<file path="config.mk">
export PLATFORM = sky130hd
export DESIGN_NAME = sps_port
export DESIGN_NICKNAME = d
export VERILOG_FILES = /design/src/sps_pkg.sv /design/src/sps_pair_buffer.sv /design/src/sps_port.sv
export SDC_FILE = /design/constraint.sdc
export NUM_CORES = 1
export LEC_CHECK = 0
export BUFFER_PORTS_ARGS = -buffer_cell sky130_fd_sc_hd__clkbuf_2
export CORE_ASPECT_RATIO = 1.2
export CORE_MARGIN = 10
export CORE_UTILIZATION = 40
export DETAILED_ROUTE_END_ITERATION = 10
export PLACE_DENSITY = 0.58
export SLEW_MARGIN = 10
export SYNTH_ARGS = -nofsm -noshare
export SYNTH_HDL_FRONTEND = slang
export SYNTH_SLANG_ARGS = --single-unit
</file>
<file path="constraint.sdc">
create_clock -name clock -period 2.4 [get_ports clock]
set_clock_uncertainty 0.1 [all_clocks]
set_input_delay 0.12 -clock clock [delete_from_list [all_inputs] [get_ports clock]]
set_output_delay 0.12 -clock clock [all_outputs]
set_load 0.02 [all_outputs]
</file>
<file path="src/sps_pkg.sv">
package sps_pkg;
	// ==========================================
	// Register addresses
	localparam logic [7:0] ADDR_CONFIG = 8'h9A;
	localparam logic [7:0] ADDR_DATA = 8'h9B;
	localparam logic [7:0] ADDR_CLOCK_RATE = 8'h9D;
	localparam logic [7:0] ADDR_CONTROL = 8'hF8;
	// ==========================================
	// Reset values
	localparam logic [7:0] CONFIG_RESET = 8'h07;
	localparam logic [7:0] CONTROL_RESET = 8'h00;
	localparam logic [7:0] CLOCK_RATE_RESET = 8'h00;
	localparam logic [7:0] DATA_RESET = 8'h00;
	// ==========================================
	// Configuration register fields
	localparam int CFG_PHASE_BIT = 7;
	localparam int CFG_POLARITY_BIT = 6;
	localparam int CFG_COUNT_HI = 5;
	localparam int CFG_COUNT_LO = 3;
	localparam int CFG_FRAME_HI = 2;
	localparam int CFG_FRAME_LO = 0;
	// ==========================================
	// Control register fields
	localparam int CTL_DONE_BIT = 7;
	localparam int CTL_COLLISION_BIT = 6;
	localparam int CTL_FAULT_BIT = 5;
	localparam int CTL_OVERRUN_BIT = 4;
	localparam int CTL_BUSY_BIT = 3;
	localparam int CTL_SELECTED_BIT = 2;
	localparam int CTL_MASTER_BIT = 1;
	localparam int CTL_ENABLE_BIT = 0;
	// ==========================================
	// Widths and states
	localparam int WORD_W = 8;
	localparam int COUNT_W = 3;
	localparam logic [COUNT_W-1:0] COUNT_ZERO = 3'h0;
	localparam logic [COUNT_W-1:0] COUNT_ONE = 3'h1;
	localparam logic [7:0] DIV_ZERO = 8'h00;
	localparam logic [7:0] DIV_ONE = 8'h01;
	localparam logic [1:0] BUF_ONE = 2'h1;
	localparam logic [1:0] BUF_TWO = 2'h2;
	typedef enum logic [1:0] {
		ST_IDLE = 2'h0,
		ST_MASTER = 2'h1,
		ST_SLAVE = 2'h2
	} sps_state_e;
endpackage

</file>
<file path="src/sps_pair_buffer.sv">
`timescale 1ns/10ps
module sps_pair_buffer
	import sps_pkg::*;
(
	input wire logic clock,
	input wire logic rst_n,
	input wire logic clockEnable,
	input wire logic inValid,
	output logic inReady,
	input wire logic [WORD_W-1:0] inData,
	output logic outValid,
	input wire logic outReady,
	output logic [WORD_W-1:0] outData
);
	logic [1:0] count;
	logic [1:0] next_count;
	logic [WORD_W-1:0] second;
	logic [WORD_W-1:0] next_second;
	logic [WORD_W-1:0] next_outData;
	logic push;
	logic pop;

	// ==========================================
	// Two-entry queue, head always in outData
	always_comb begin
		push = inValid && inReady;
		pop = outValid && outReady;
		next_count = count;
		next_second = second;
		next_outData = outData;
		if (pop) begin
			next_outData = second;
			next_count = count - BUF_ONE;
		end
		if (push) begin
			next_count = next_count + BUF_ONE;
			if (next_count == BUF_ONE) begin
				next_outData = inData;
			end else begin
				next_second = inData;
			end
		end
	end

	always_ff @(posedge clock or negedge rst_n) begin
		if (!rst_n) begin
			count <= 2'h0;
			second <= DATA_RESET;
			outData <= DATA_RESET;
			outValid <= 1'b0;
			inReady <= 1'b1;
		end else if (clockEnable) begin
			count <= next_count;
			second <= next_second;
			outData <= next_outData;
			outValid <= next_count != 2'h0;
			inReady <= next_count != BUF_TWO;
		end
	end
endmodule

</file>
<file path="src/sps_port.sv">
`timescale 1ns/10ps
// Operation
// - Master-enable set makes a port master; data write starts transfer at once.
// - Master shifts out on MOSI, drives SCK, shifts MISO in simultaneously.
// - Transfer-complete flag set at each completed transfer end, not when port disable, master enable or a mode fault aborts it; software clears.
// - Frame size n gives n+1 bits in master mode; slave ignores it.
// - Data write during transfer dropped; write-collision flag set.
// - Data reads return receive buffer; writes go to shift register.
// - Unread receive buffer at transfer end: keep old, drop new, flag overrun.
// - Slave framed by select low; completes when select returns high.
// - Select low in master mode: fault flag, clear master and enable.
// - Slave-selected flag reads 1 while select pin is low.
// - Clock phase 0 samples first SCK edge, 1 samples second.
// - Clock polarity chooses SCK idle level, 0 low, 1 high.
// - Both ends share phase and polarity; change them while disabled.
// - Bit-count field reports index of bit being transferred.
// - Transmit-busy flag is 1 throughout a master transfer.
// - Port-enable bit turns port on; bit-addressable.
// - Clock-rate register only matters in master mode.
// - SCK is half system clock divided by clock rate plus one.
// - Both data lines shift most significant bit first.
// - Unselected slave keeps MISO undriven.
module sps_port
	import sps_pkg::*;
(
	input wire logic clock,
	input wire logic rst_n,
	input wire logic clockEnable,
	input wire logic [7:0] sfrAddr,
	input wire logic sfrWrite,
	input wire logic [7:0] sfrWriteData,
	input wire logic sfrRead,
	output logic [7:0] sfrReadData,
	input wire logic bitWrite,
	input wire logic [2:0] bitSelect,
	input wire logic bitValue,
	output logic irqRequest,
	output logic sckOut,
	output logic sckOe,
	input wire logic sckIn,
	output logic mosiOut,
	output logic mosiOe,
	input wire logic mosiIn,
	output logic misoOut,
	output logic misoOe,
	input wire logic misoIn,
	input wire logic slave_select_n,
	output logic rxWordValid,
	input wire logic rxWordReady,
	output logic [WORD_W-1:0] rxWord
);
	sps_state_e state, next_state;
	logic [WORD_W-1:0] shiftReg, next_shiftReg;
	logic [WORD_W-1:0] rxBuffer, next_rxBuffer;
	logic rxUnread, next_rxUnread;
	logic [COUNT_W-1:0] bit_count, next_bit_count;
	logic [7:0] divCount, next_divCount;
	logic firstHalf, next_firstHalf;
	logic clock_phase, next_clock_phase;
	logic clock_polarity, next_clock_polarity;
	logic [COUNT_W-1:0] frame_size, next_frame_size;
	logic [7:0] clockRate, next_clockRate;
	logic master_enable, next_master_enable;
	logic port_enable, next_port_enable;
	logic transfer_done_flag, next_transfer_done_flag;
	logic write_collision_flag, next_write_collision_flag;
	logic mode_fault_flag, next_mode_fault_flag;
	logic receive_overrun_flag, next_receive_overrun_flag;
	logic sckPrev, next_sckOut, next_mosiOut;
	logic [7:0] next_sfrReadData;
	logic pushValid;
	logic bufReady;
	logic leadEdge;
	logic trailEdge;
	logic sampleEdge;
	logic [7:0] configValue;
	logic [7:0] controlValue;

	// ==========================================
	// Register read views
	always_comb begin
		configValue = 8'h00;
		configValue[CFG_PHASE_BIT] = clock_phase;
		configValue[CFG_POLARITY_BIT] = clock_polarity;
		configValue[CFG_COUNT_HI:CFG_COUNT_LO] = bit_count;
		configValue[CFG_FRAME_HI:CFG_FRAME_LO] = frame_size;
		controlValue = 8'h00;
		controlValue[CTL_DONE_BIT] = transfer_done_flag;
		controlValue[CTL_COLLISION_BIT] = write_collision_flag;
		controlValue[CTL_FAULT_BIT] = mode_fault_flag;
		controlValue[CTL_OVERRUN_BIT] = receive_overrun_flag;
		controlValue[CTL_BUSY_BIT] = state == ST_MASTER;
		controlValue[CTL_SELECTED_BIT] = !slave_select_n;
		controlValue[CTL_MASTER_BIT] = master_enable;
		controlValue[CTL_ENABLE_BIT] = port_enable;
	end

	// ==========================================
	// Slave edge detection on the incoming clock
	always_comb begin
		leadEdge = (sckPrev == clock_polarity) && (sckIn != clock_polarity);
		trailEdge = (sckPrev != clock_polarity) && (sckIn == clock_polarity);
		sampleEdge = clock_phase ? trailEdge : leadEdge;
	end

	// ==========================================
	// Next-state logic
	always_comb begin
		next_state = state;
		next_shiftReg = shiftReg;
		next_rxBuffer = rxBuffer;
		next_rxUnread = rxUnread;
		next_bit_count = bit_count;
		next_divCount = divCount;
		next_firstHalf = firstHalf;
		next_clock_phase = clock_phase;
		next_clock_polarity = clock_polarity;
		next_frame_size = frame_size;
		next_clockRate = clockRate;
		next_master_enable = master_enable;
		next_port_enable = port_enable;
		next_transfer_done_flag = transfer_done_flag;
		next_write_collision_flag = write_collision_flag;
		next_mode_fault_flag = mode_fault_flag;
		next_receive_overrun_flag = receive_overrun_flag;
		next_sckOut = sckOut;
		next_mosiOut = mosiOut;
		next_sfrReadData = sfrReadData;
		pushValid = 1'b0;

		// Software side first so hardware sets below win
		if (sfrRead) begin
			case (sfrAddr)
				ADDR_CONFIG: next_sfrReadData = configValue;
				ADDR_CONTROL: next_sfrReadData = controlValue;
				ADDR_CLOCK_RATE: next_sfrReadData = clockRate;
				ADDR_DATA: begin
					next_sfrReadData = rxBuffer;
					next_rxUnread = 1'b0;
				end
				default: next_sfrReadData = 8'h00;
			endcase
		end
		if (sfrWrite) begin
			case (sfrAddr)
				ADDR_CONFIG: begin
					next_clock_phase = sfrWriteData[CFG_PHASE_BIT];
					next_clock_polarity = sfrWriteData[CFG_POLARITY_BIT];
					next_frame_size = sfrWriteData[CFG_FRAME_HI:CFG_FRAME_LO];
				end
				ADDR_CONTROL: begin
					next_transfer_done_flag = sfrWriteData[CTL_DONE_BIT];
					next_write_collision_flag = sfrWriteData[CTL_COLLISION_BIT];
					next_mode_fault_flag = sfrWriteData[CTL_FAULT_BIT];
					next_receive_overrun_flag = sfrWriteData[CTL_OVERRUN_BIT];
					next_master_enable = sfrWriteData[CTL_MASTER_BIT];
					next_port_enable = sfrWriteData[CTL_ENABLE_BIT];
				end
				ADDR_CLOCK_RATE: next_clockRate = sfrWriteData;
				ADDR_DATA: begin
					if (state != ST_IDLE || !bufReady) begin
						next_write_collision_flag = 1'b1;
					end else begin
						next_shiftReg = sfrWriteData;
						if (master_enable && port_enable) begin
							next_state = ST_MASTER;
							next_mosiOut = sfrWriteData[WORD_W-1];
							next_bit_count = COUNT_ZERO;
							next_divCount = DIV_ZERO;
							next_firstHalf = 1'b1;
						end
					end
				end
				default: ;
			endcase
		end
		if (bitWrite) begin
			case (bitSelect)
				3'h7: next_transfer_done_flag = bitValue;
				3'h6: next_write_collision_flag = bitValue;
				3'h5: next_mode_fault_flag = bitValue;
				3'h4: next_receive_overrun_flag = bitValue;
				3'h1: next_master_enable = bitValue;
				3'h0: next_port_enable = bitValue;
				default: ;
			endcase
		end

		case (state)
			ST_IDLE: begin
				next_sckOut = clock_polarity;
				if (port_enable && !master_enable && !slave_select_n) begin
					next_state = ST_SLAVE;
					next_bit_count = COUNT_ZERO;
				end
			end
			ST_MASTER: begin
				if (divCount == clockRate) begin
					next_divCount = DIV_ZERO;
					next_sckOut = !sckOut;
					next_firstHalf = !firstHalf;
					if (firstHalf != clock_phase) begin
						next_shiftReg = {shiftReg[WORD_W-2:0], misoIn};
					end else begin
						next_mosiOut = shiftReg[WORD_W-1];
					end
					if (!firstHalf) begin
						if (bit_count == frame_size) begin
							next_state = ST_IDLE;
							next_transfer_done_flag = 1'b1;
							pushValid = 1'b1;
						end else begin
							next_bit_count = bit_count + COUNT_ONE;
						end
					end
				end else begin
					next_divCount = divCount + DIV_ONE;
				end
			end
			ST_SLAVE: begin
				if (sampleEdge) begin
					next_shiftReg = {shiftReg[WORD_W-2:0], mosiIn};
				end
				if (trailEdge) begin
					next_bit_count = bit_count + COUNT_ONE;
				end
				if (slave_select_n) begin
					next_state = ST_IDLE;
					next_transfer_done_flag = 1'b1;
					pushValid = 1'b1;
				end else if (!port_enable || master_enable) begin
					next_state = ST_IDLE;
				end
			end
			default: next_state = ST_IDLE;
		endcase

		// End of transfer: receive buffer and overrun
		if (pushValid) begin
			if (rxUnread || !bufReady) begin
				next_receive_overrun_flag = 1'b1;
			end else begin
				next_rxBuffer = next_shiftReg;
				next_rxUnread = 1'b1;
			end
		end

		// Another master selected this port while it is master
		if (master_enable && !slave_select_n) begin
			next_mode_fault_flag = 1'b1;
			next_master_enable = 1'b0;
			next_port_enable = 1'b0;
			next_state = ST_IDLE;
			next_sckOut = clock_polarity;
			pushValid = 1'b0;
		end
	end

	// ==========================================
	// Stream copy of each accepted word, except one whose last cycle meets a mode fault
	sps_pair_buffer u_rxQueue (
		.clock(clock),
		.rst_n(rst_n),
		.clockEnable(clockEnable),
		.inValid(pushValid && !rxUnread),
		.inReady(bufReady),
		.inData(next_shiftReg),
		.outValid(rxWordValid),
		.outReady(rxWordReady),
		.outData(rxWord)
	);

	// ==========================================
	// State registers
	always_ff @(posedge clock or negedge rst_n) begin
		if (!rst_n) begin
			state <= ST_IDLE;
			shiftReg <= DATA_RESET;
			rxBuffer <= DATA_RESET;
			rxUnread <= 1'b0;
			bit_count <= COUNT_ZERO;
			divCount <= DIV_ZERO;
			firstHalf <= 1'b1;
			clock_phase <= CONFIG_RESET[CFG_PHASE_BIT];
			clock_polarity <= CONFIG_RESET[CFG_POLARITY_BIT];
			frame_size <= CONFIG_RESET[CFG_FRAME_HI:CFG_FRAME_LO];
			clockRate <= CLOCK_RATE_RESET;
			master_enable <= CONTROL_RESET[CTL_MASTER_BIT];
			port_enable <= CONTROL_RESET[CTL_ENABLE_BIT];
			transfer_done_flag <= CONTROL_RESET[CTL_DONE_BIT];
			write_collision_flag <= CONTROL_RESET[CTL_COLLISION_BIT];
			mode_fault_flag <= CONTROL_RESET[CTL_FAULT_BIT];
			receive_overrun_flag <= CONTROL_RESET[CTL_OVERRUN_BIT];
			sckOut <= CONFIG_RESET[CFG_POLARITY_BIT];
			sckPrev <= CONFIG_RESET[CFG_POLARITY_BIT];
			sfrReadData <= 8'h00;
			irqRequest <= 1'b0;
			sckOe <= 1'b0;
			mosiOut <= 1'b0;
			mosiOe <= 1'b0;
			misoOut <= 1'b0;
			misoOe <= 1'b0;
		end else if (clockEnable) begin
			state <= next_state;
			shiftReg <= next_shiftReg;
			rxBuffer <= next_rxBuffer;
			rxUnread <= next_rxUnread;
			bit_count <= next_bit_count;
			divCount <= next_divCount;
			firstHalf <= next_firstHalf;
			clock_phase <= next_clock_phase;
			clock_polarity <= next_clock_polarity;
			frame_size <= next_frame_size;
			clockRate <= next_clockRate;
			master_enable <= next_master_enable;
			port_enable <= next_port_enable;
			transfer_done_flag <= next_transfer_done_flag;
			write_collision_flag <= next_write_collision_flag;
			mode_fault_flag <= next_mode_fault_flag;
			receive_overrun_flag <= next_receive_overrun_flag;
			sckOut <= next_sckOut;
			sckPrev <= sckIn;
			sfrReadData <= next_sfrReadData;
			irqRequest <= next_transfer_done_flag
				|| next_write_collision_flag || next_mode_fault_flag
				|| next_receive_overrun_flag;
			sckOe <= next_master_enable && next_port_enable;
			mosiOut <= next_mosiOut;
			mosiOe <= next_master_enable && next_port_enable;
			misoOut <= next_shiftReg[WORD_W-1];
			misoOe <= next_port_enable && !next_master_enable
				&& !slave_select_n;
		end
	end
endmodule

</file>
== Word level (Yosys, flattened, before mapping) ==
Cells that the tools add are included.

* Register bits: 85
* Output and inout bits: 24
* Logic and storage cells: 202

* Add/sub/neg operators: 4
* Eq/ne operators: 22
* Multiplexer cells: 103
* Bitwise operators: 2
* Reductions and logical operators: 41

{| class="wikitable"
|+ Operators by type and width
! operator !! number
|-
| 8-bit two-way mux || 15
|-
| 1-bit two-way mux || 58
|-
| 8-bit == test, second input constant || 4
|-
| 8-bit one-hot mux with 4 select lines || 1
|-
| 3-bit two-way mux || 9
|-
| 2-bit two-way mux || 13
|-
| 8-bit one-hot mux with 2 select lines || 1
|-
| 3-bit AND reduction || 5
|-
| 3-bit == test, second input constant || 4
|-
| 1-bit logical AND || 12
|-
| 2-bit nonzero test || 5
|-
| 3-bit one-hot mux with 3 select lines || 1
|-
| 8-bit by 1-bit adder with 8-bit output, second input constant || 1
|-
| 8-bit == test || 1
|-
| 1-bit zero test || 8
|-
| 1-bit one-hot mux with 2 select lines || 4
|-
| 1-bit logical OR || 6
|-
| 2-bit one-hot mux with 3 select lines || 1
|-
| 5-bit AND reduction || 1
|-
| 2-bit by 1-bit == test with 1-bit output, second input constant || 2
|-
| 2-bit inequality test, second input constant || 2
|-
| 3-bit by 1-bit adder with 3-bit output, second input constant || 1
|-
| 3-bit by 1-bit == test with 1-bit output, second input constant || 1
|-
| 3-bit == test || 1
|-
| other kinds (11) || 15
|}

== Longest topological paths before layout ==
* Word-level depth: 12
* Gate-level depth with buffers: 9
* Depth with buffers taken out: 9

== By module ==
From an unflattened synthesis, not the netlist that was laid out.

* Cell total of the unflattened synthesis: 442
* Area total of the unflattened synthesis: 4679.5 µm²

{| class="wikitable"
|+ Modules (own cells, without submodules)
! module !! times used !! cells an instance !! area an instance (µm²)
|-
| sps_port || 1 || 363 || 3749.8
|-
| sps_pair_buffer || 1 || 79 || 929.6
|}

== Least setup slack after synthesis ==
No wires, ideal clock.

* Path type: flip-flop to flip-flop
* Start: register state[1]
* End: register rxBuffer[0]
* Arrival time: 2.189 ns
* Data required time: 2.175 ns
* Slack: -0.014 ns
* Cell stages (with the launch flop): 10
* Buffers on the path: 1
* Clock period less this slack: 2.414 ns
* Cells stage by stage: dfrtp_1 > inv_1 > ha_1 > clkdlybuf4s15_2 > inv_1 > nor3_1 > nor3b_2 > a22oi_1 > nor2_4 > mux2_2

* Cells in the longest elaborated chain, start to end: 8
* Elaborated cells on any way between the ends: 13
* Those cells by class: eq/ne: 2; mux: 8; reduce/logical: 3

{| class="wikitable"
|+ RTL lines
! what !! RTL line !! RTL
|-
| start: declaration || sps_port.sv:52 || <nowiki>sps_state_e state, next_state;</nowiki>
|-
| start signal: assignment || sps_port.sv:304 || <nowiki>state <= next_state;</nowiki>
|-
| 2-bit nonzero test || sps_port.sv:161 || <nowiki>if (state != ST_IDLE || !bufReady) begin</nowiki>
|-
| 1-bit logical OR || sps_port.sv:161 ||
|-
| 8-bit two-way mux || sps_port.sv:161 ||
|-
| 8-bit two-way mux || sps_port.sv:145 || <nowiki>case (sfrAddr)</nowiki>
|-
| 8-bit two-way mux || sps_port.sv:144 || <nowiki>if (sfrWrite) begin</nowiki>
|-
| 8-bit two-way mux || sps_port.sv:202 || <nowiki>if (firstHalf != clock_phase) begin</nowiki>
|-
| 8-bit two-way mux || sps_port.sv:198 || <nowiki>if (divCount == clockRate) begin</nowiki>
|-
| 8-bit one-hot mux with 2 select lines || sps_port.sv:189 || <nowiki>case (state)</nowiki>
|-
| end signal: assignment || sps_port.sv:306 || <nowiki>rxBuffer <= next_rxBuffer;</nowiki>
|-
| end: declaration || sps_port.sv:54 || <nowiki>logic [WORD_W-1:0] rxBuffer, next_rxBuffer;</nowiki>
|}

Parallel ways exist; a longest one is shown, timed or not.
A chain may end at the register's enable or synchronous reset.

== Worst setup path after layout ==
* Start: register state[0]
* End: register u_rxQueue.second[2]

* Cells in the longest elaborated chain, start to end: 8
* Elaborated cells on any way between the ends: 16
* Those cells by class: eq/ne: 2; mux: 9; reduce/logical: 5

{| class="wikitable"
|+ RTL lines
! what !! RTL line !! RTL
|-
| 2-bit nonzero test || sps_port.sv:161 ||
|-
| 1-bit logical OR || sps_port.sv:161 ||
|-
| 8-bit two-way mux || sps_port.sv:161 ||
|-
| 8-bit two-way mux || sps_port.sv:145 ||
|-
| 8-bit two-way mux || sps_port.sv:144 ||
|-
| 8-bit two-way mux || sps_port.sv:202 ||
|-
| 8-bit two-way mux || sps_port.sv:198 ||
|-
| 8-bit one-hot mux with 2 select lines || sps_port.sv:189 ||
|-
| end signal: assignment || sps_pair_buffer.sv:54 || <nowiki>second <= next_second;</nowiki>
|-
| end: declaration || sps_pair_buffer.sv:17 || <nowiki>logic [WORD_W-1:0] second;</nowiki>
|}

Parallel ways exist; a longest one is shown, timed or not.

==> results.txt <==
The run finished with clean final reports. The count of nets left with antenna violations once routing finished came out at 0. The slew of the pin with the lowest slew margin is 712.5 ps.

The most used flip-flop cell after synthesis is sky130_fd_sc_hd__dfrtp_1. Total of fill cells in the finished design: 1125. The final critical delay including setup and external delays was 2365 ps; the detailed-route vias per instance was 5.755.

The full die area was 16740 um2; the post-synth design cell area was 4780 um2. For the worst slack at placement, the log shows -59.66 ps. The tools report the worst-skew pair later-pin latency as 340 ps. The tools report the core box area as 11620 um2. From synthesis to final layout, the design area changed by 24.69%. For the maximum number of pins on one net before global-route repair, the log shows 48.

Setup violations remaining at the end of the flow were counted as 0. The post-route total power is 4.652 mW. The final critical path takes up 98.54% of the cycle. The clock passes through at most 2 buffers. In the post-route analysis, the smallest setup slack over all paths is 35.13 ps.

In the final routed layout, each cell accounts on average for 19.90 um. The run gives 0 as the reported max-cap violation count. After global routing the overflow that remains totals 0.

For the final non-filler cell total, the log shows 709. The logs give 44.11% for the share of the yosys chip area belonging to registers and 7 for the first-pass detailed-route iteration total. For the worst setup path, the data required time is 2530 ps. The top achievable clock speed came out at 422.9 MHz. Measured along the y axis, the die boundary spans 139.7 um.

TritonCTS built the clock tree. The data arrival at the endpoint of the critical path was 2490 ps; the post-synthesis register bit count was 84. Number of I/O port buffers: 54. In this run the core area contains 43 standard-cell rows.

In the synthesized netlist the async set-or-reset flop fraction comes to 100.0%. The number of global-route vias before repair was 4041. The capture point of the critical path was u_rxQueue.second[2]$_DFFE_PN0P_. The length in cells of the worst reg-to-reg path is 8. Hold timing on the final database bottoms out at a slack of 19.65 ps. The post-route DRC violation count came out at 0. During synthesis, Yosys emitted a total of 0 warnings. For this run, the total global-route usage over all layers was measured as 16.63%. The tools report the static leakage power as 2.777 nW. The startpoint identified for the worst register-to-register timing path is state[0]$_DFFE_PN0P_. The width of the die came out at 119.8 um. The critical path is of the register to register type. Cells fill 51.28% of the core in the end. The worst setup path is launched from a register.

The number of nets handed over by synthesis was 489. Setup repair after global routing could not meet its margin everywhere. The launching element of the worst setup path was state[0]$_DFFE_PN0P_.

At the end of the flow, the number of nets in the layout was 585. CTS placed an instance of sky130_fd_sc_hd__clkbuf_16 at the clock tree root. STA classifies the critical path endpoint as a register. VDD sags by at most 0.3750 mV. The number of DRC markers in iteration 0 is 309, and the mean cell area of the mapped netlist is 10.60 um2. The highest fanout seen on the critical path was 8. The wire length of the first global-routing pass was 22310 um; the power density relative to cell area was 780.6 nW/um2.

The logs give 9 for the number of buffers inserted during clock tree synthesis and 14110 um for the total routed wirelength. 55 I/O pins were placed. Synthesis produced a netlist whose cell count is 451. The ratio of cells with drive above 1 in the final layout is 34.42%, and the count of different cell masters after synthesis is 67. Routability-driven placement finished with a final weighted congestion of 0.9350. The reg-to-reg setup timing slack was 40 ps; the worst max-slew margin expressed relative to the limit was 52.33%. The worst min-delay path category was input port to register. Number of placed instances with taps included: 684.

The final HPWL from detailed placement was 10700 um. The logs give 0 for the final count of hold timing violations and 41.13% for the initial core utilization. The clock-pin slew of the registers on the worst-case setup and hold paths was 60 ps; the count of vias placed by the detailed router was 4080.

The synthesized design contains 0 enable-type register cells. The worst register-to-register path ends at u_rxQueue.second[2]$_DFFE_PN0P_. The tools report the max-slew violation count as 0. The tools report the launch point of the worst hold path as sfrWriteData[4]. The count of clock tree sinks was 84; the number of levels the H-tree was split into was 3. The number of antenna violations at the first check in global routing is 0, and the total inserted antenna cells is 0.
-- cells in the mapped netlist (all sizes together) (3+ instances only) --
cell / n / area (um2)
dfrtp: 79 / 1977
mux2: 39 / 439.2
o21ai: 36 / 191.4
nand2: 28 / 105.1
nor2: 25 / 101.4
nand3: 19 / 95.09
a21oi: 18 / 90.09
inv: 16 / 60.06
mux2i: 16 / 160.2
a22o: 12 / 105.1
clkbuf: 10 / 67.57
nor3: 9 / 45.04
or3: 9 / 56.30
xor2: 9 / 78.83
a221oi: 8 / 70.07
o221a: 8 / 90.09
xnor2: 8 / 70.07
and3: 7 / 46.29
ha: 7 / 87.58
nand2b: 7 / 43.79
nand4: 7 / 43.79
nor2b: 7 / 43.79
o2bb2ai: 7 / 105.1
a31oi: 5 / 31.28
dfstp: 5 / 131.4
nor4: 5 / 37.53
or4: 5 / 45.04
nand3b: 3 / 22.52
o22ai: 3 / 25.02
o31ai: 3 / 22.52
-- sequential cells by signal (all words and copies together), names as in the netlist, 2 cells and up --
name / cells
clockRate: 8
u_rxQueue.count: 2
u_rxQueue.outData: 8
shiftReg: 7
frame_size: 3
divCount: 8
state: 2
sfrReadData: 8
bit_count: 3
u_rxQueue.second: 8
rxBuffer: 8
-- worst min path at each step --
stage / slack (ps) / depth (start not counted) / end
6_report: 20 / 2 / clockRate[4]$_DFFE_PN0P_
3_3_place_gp: 30 / 1 / divCount[4]$_DFFE_PN0P_
4_1_cts: 10 / 2 / frame_size[2]$_DFFE_PN1P_
2_1_floorplan: -280 / 0 / bit_count[0]$_DFFE_PN0P_
5_1_grt: 10 / 2 / frame_size[2]$_DFFE_PN1P_
3_5_place_dp: 30 / 1 / divCount[4]$_DFFE_PN0P_
-- placed cells by master, fill, tap and decap left out, types with 3 or more instances in the layout --
cell	instances
sky130_fd_sc_hd__o21ai_1	5
sky130_fd_sc_hd__nand3b_1	3
sky130_fd_sc_hd__o31ai_1	3
sky130_fd_sc_hd__dlygate4sd3_1	3
sky130_fd_sc_hd__o2bb2ai_2	7
sky130_fd_sc_hd__nor3_1	8
sky130_fd_sc_hd__buf_12	3
sky130_fd_sc_hd__a31oi_1	5
sky130_fd_sc_hd__a21oi_1	17
sky130_fd_sc_hd__a22o_1	12
sky130_fd_sc_hd__ha_1	5
sky130_fd_sc_hd__o21ai_0	30
sky130_fd_sc_hd__buf_4	39
sky130_fd_sc_hd__mux2_2	34
sky130_fd_sc_hd__o221a_1	8
sky130_fd_sc_hd__nand3_1	17
sky130_fd_sc_hd__mux2i_1	16
sky130_fd_sc_hd__mux2_4	5
sky130_fd_sc_hd__inv_1	15
sky130_fd_sc_hd__nor2b_1	7
sky130_fd_sc_hd__xor2_1	7
sky130_fd_sc_hd__nand2b_1	7
sky130_fd_sc_hd__and3_1	5
sky130_fd_sc_hd__dfrtp_1	79
sky130_fd_sc_hd__nand4_1	7
sky130_fd_sc_hd__clkbuf_16	9
sky130_fd_sc_hd__nand2_1	28
sky130_fd_sc_hd__clkbuf_2	53
sky130_fd_sc_hd__xnor2_1	6
sky130_fd_sc_hd__nor2_1	24
sky130_fd_sc_hd__or3_1	9
sky130_fd_sc_hd__clkinv_4	3
sky130_fd_sc_hd__a221oi_1	8
sky130_fd_sc_hd__or4_1	3
sky130_fd_sc_hd__dfstp_2	5
-- power breakdown --
group          switching, mW  internal [mW]  leakage, nW
Clock                  0.586          0.764        0.139
Sequential             0.195           1.62         1.09
Combinational          0.860          0.628         1.55
Total                   1.64           3.01         2.78
-- area by class of cell --
class	instances	area (um2)	area share [%]
Clock inverter	4	33.78	0.5669
Sequential cell	84	2108	35.38
Timing Repair Buffer	98	648.1	10.88
Inverter	16	60.06	1.008
Tap cell	157	196.4	3.296
Clock buffer	12	256.5	4.304
Multi-Input combinational cell	338	2656	44.57
-- worst max-delay path, stage by stage (launching register included) --
cell                       delay [ps]
sky130_fd_sc_hd__dfrtp_1          340
sky130_fd_sc_hd__inv_1             90
sky130_fd_sc_hd__ha_4             290
sky130_fd_sc_hd__nand3b_1         120
sky130_fd_sc_hd__nor4_4           230
sky130_fd_sc_hd__nand4_1          220
sky130_fd_sc_hd__a211oi_4         360
sky130_fd_sc_hd__buf_12           180
sky130_fd_sc_hd__mux2_2           330
-- routing by layer --
layer,part of all wire [%],up-vias,GRT usage [%]
met2,48,138,27.49
met1,44,2025,20.95
met4,1.7,0,5.280
met3,6.4,23,3.683
met5,0,-,0
li1,-,1894,-
-- stage by stage --
step / TNS (ps) / cell area (um2)
2_1_floorplan: 0 / 4786
3_3_place_gp: 0 / 5464
3_5_place_dp: -431.8 / 5464
4_1_cts: 0 / 5826
5_1_grt: -96.06 / 5959
6_report: 0 / 5959
-- timing repair --
item	CTS	global route
endpoints found under the setup margin	8	28
setup buffers	1	5
hold buffers	3	0
hold endpoints to repair	34	0
pin swaps	3	5
gates resized for setup	5	18
-- logic make-up after synthesis --
| kind of cell | Yosys count | synth area share, % |
|---|---|---|
| muxes | 55 | 12.54 |
| xor gates and xnor gates | 17 | 3.115 |
| and+or+nand+nor | 144 | 16.83 |
| AOI/OAI and AO/OA | 115 | 18.40 |
| adders and majority gates | 7 | 1.832 |
| buffers and inverters | 29 | 3.168 |
| DFF | 84 | 44.11 |
No activity file was read; power rests on OpenSTA's default activity.
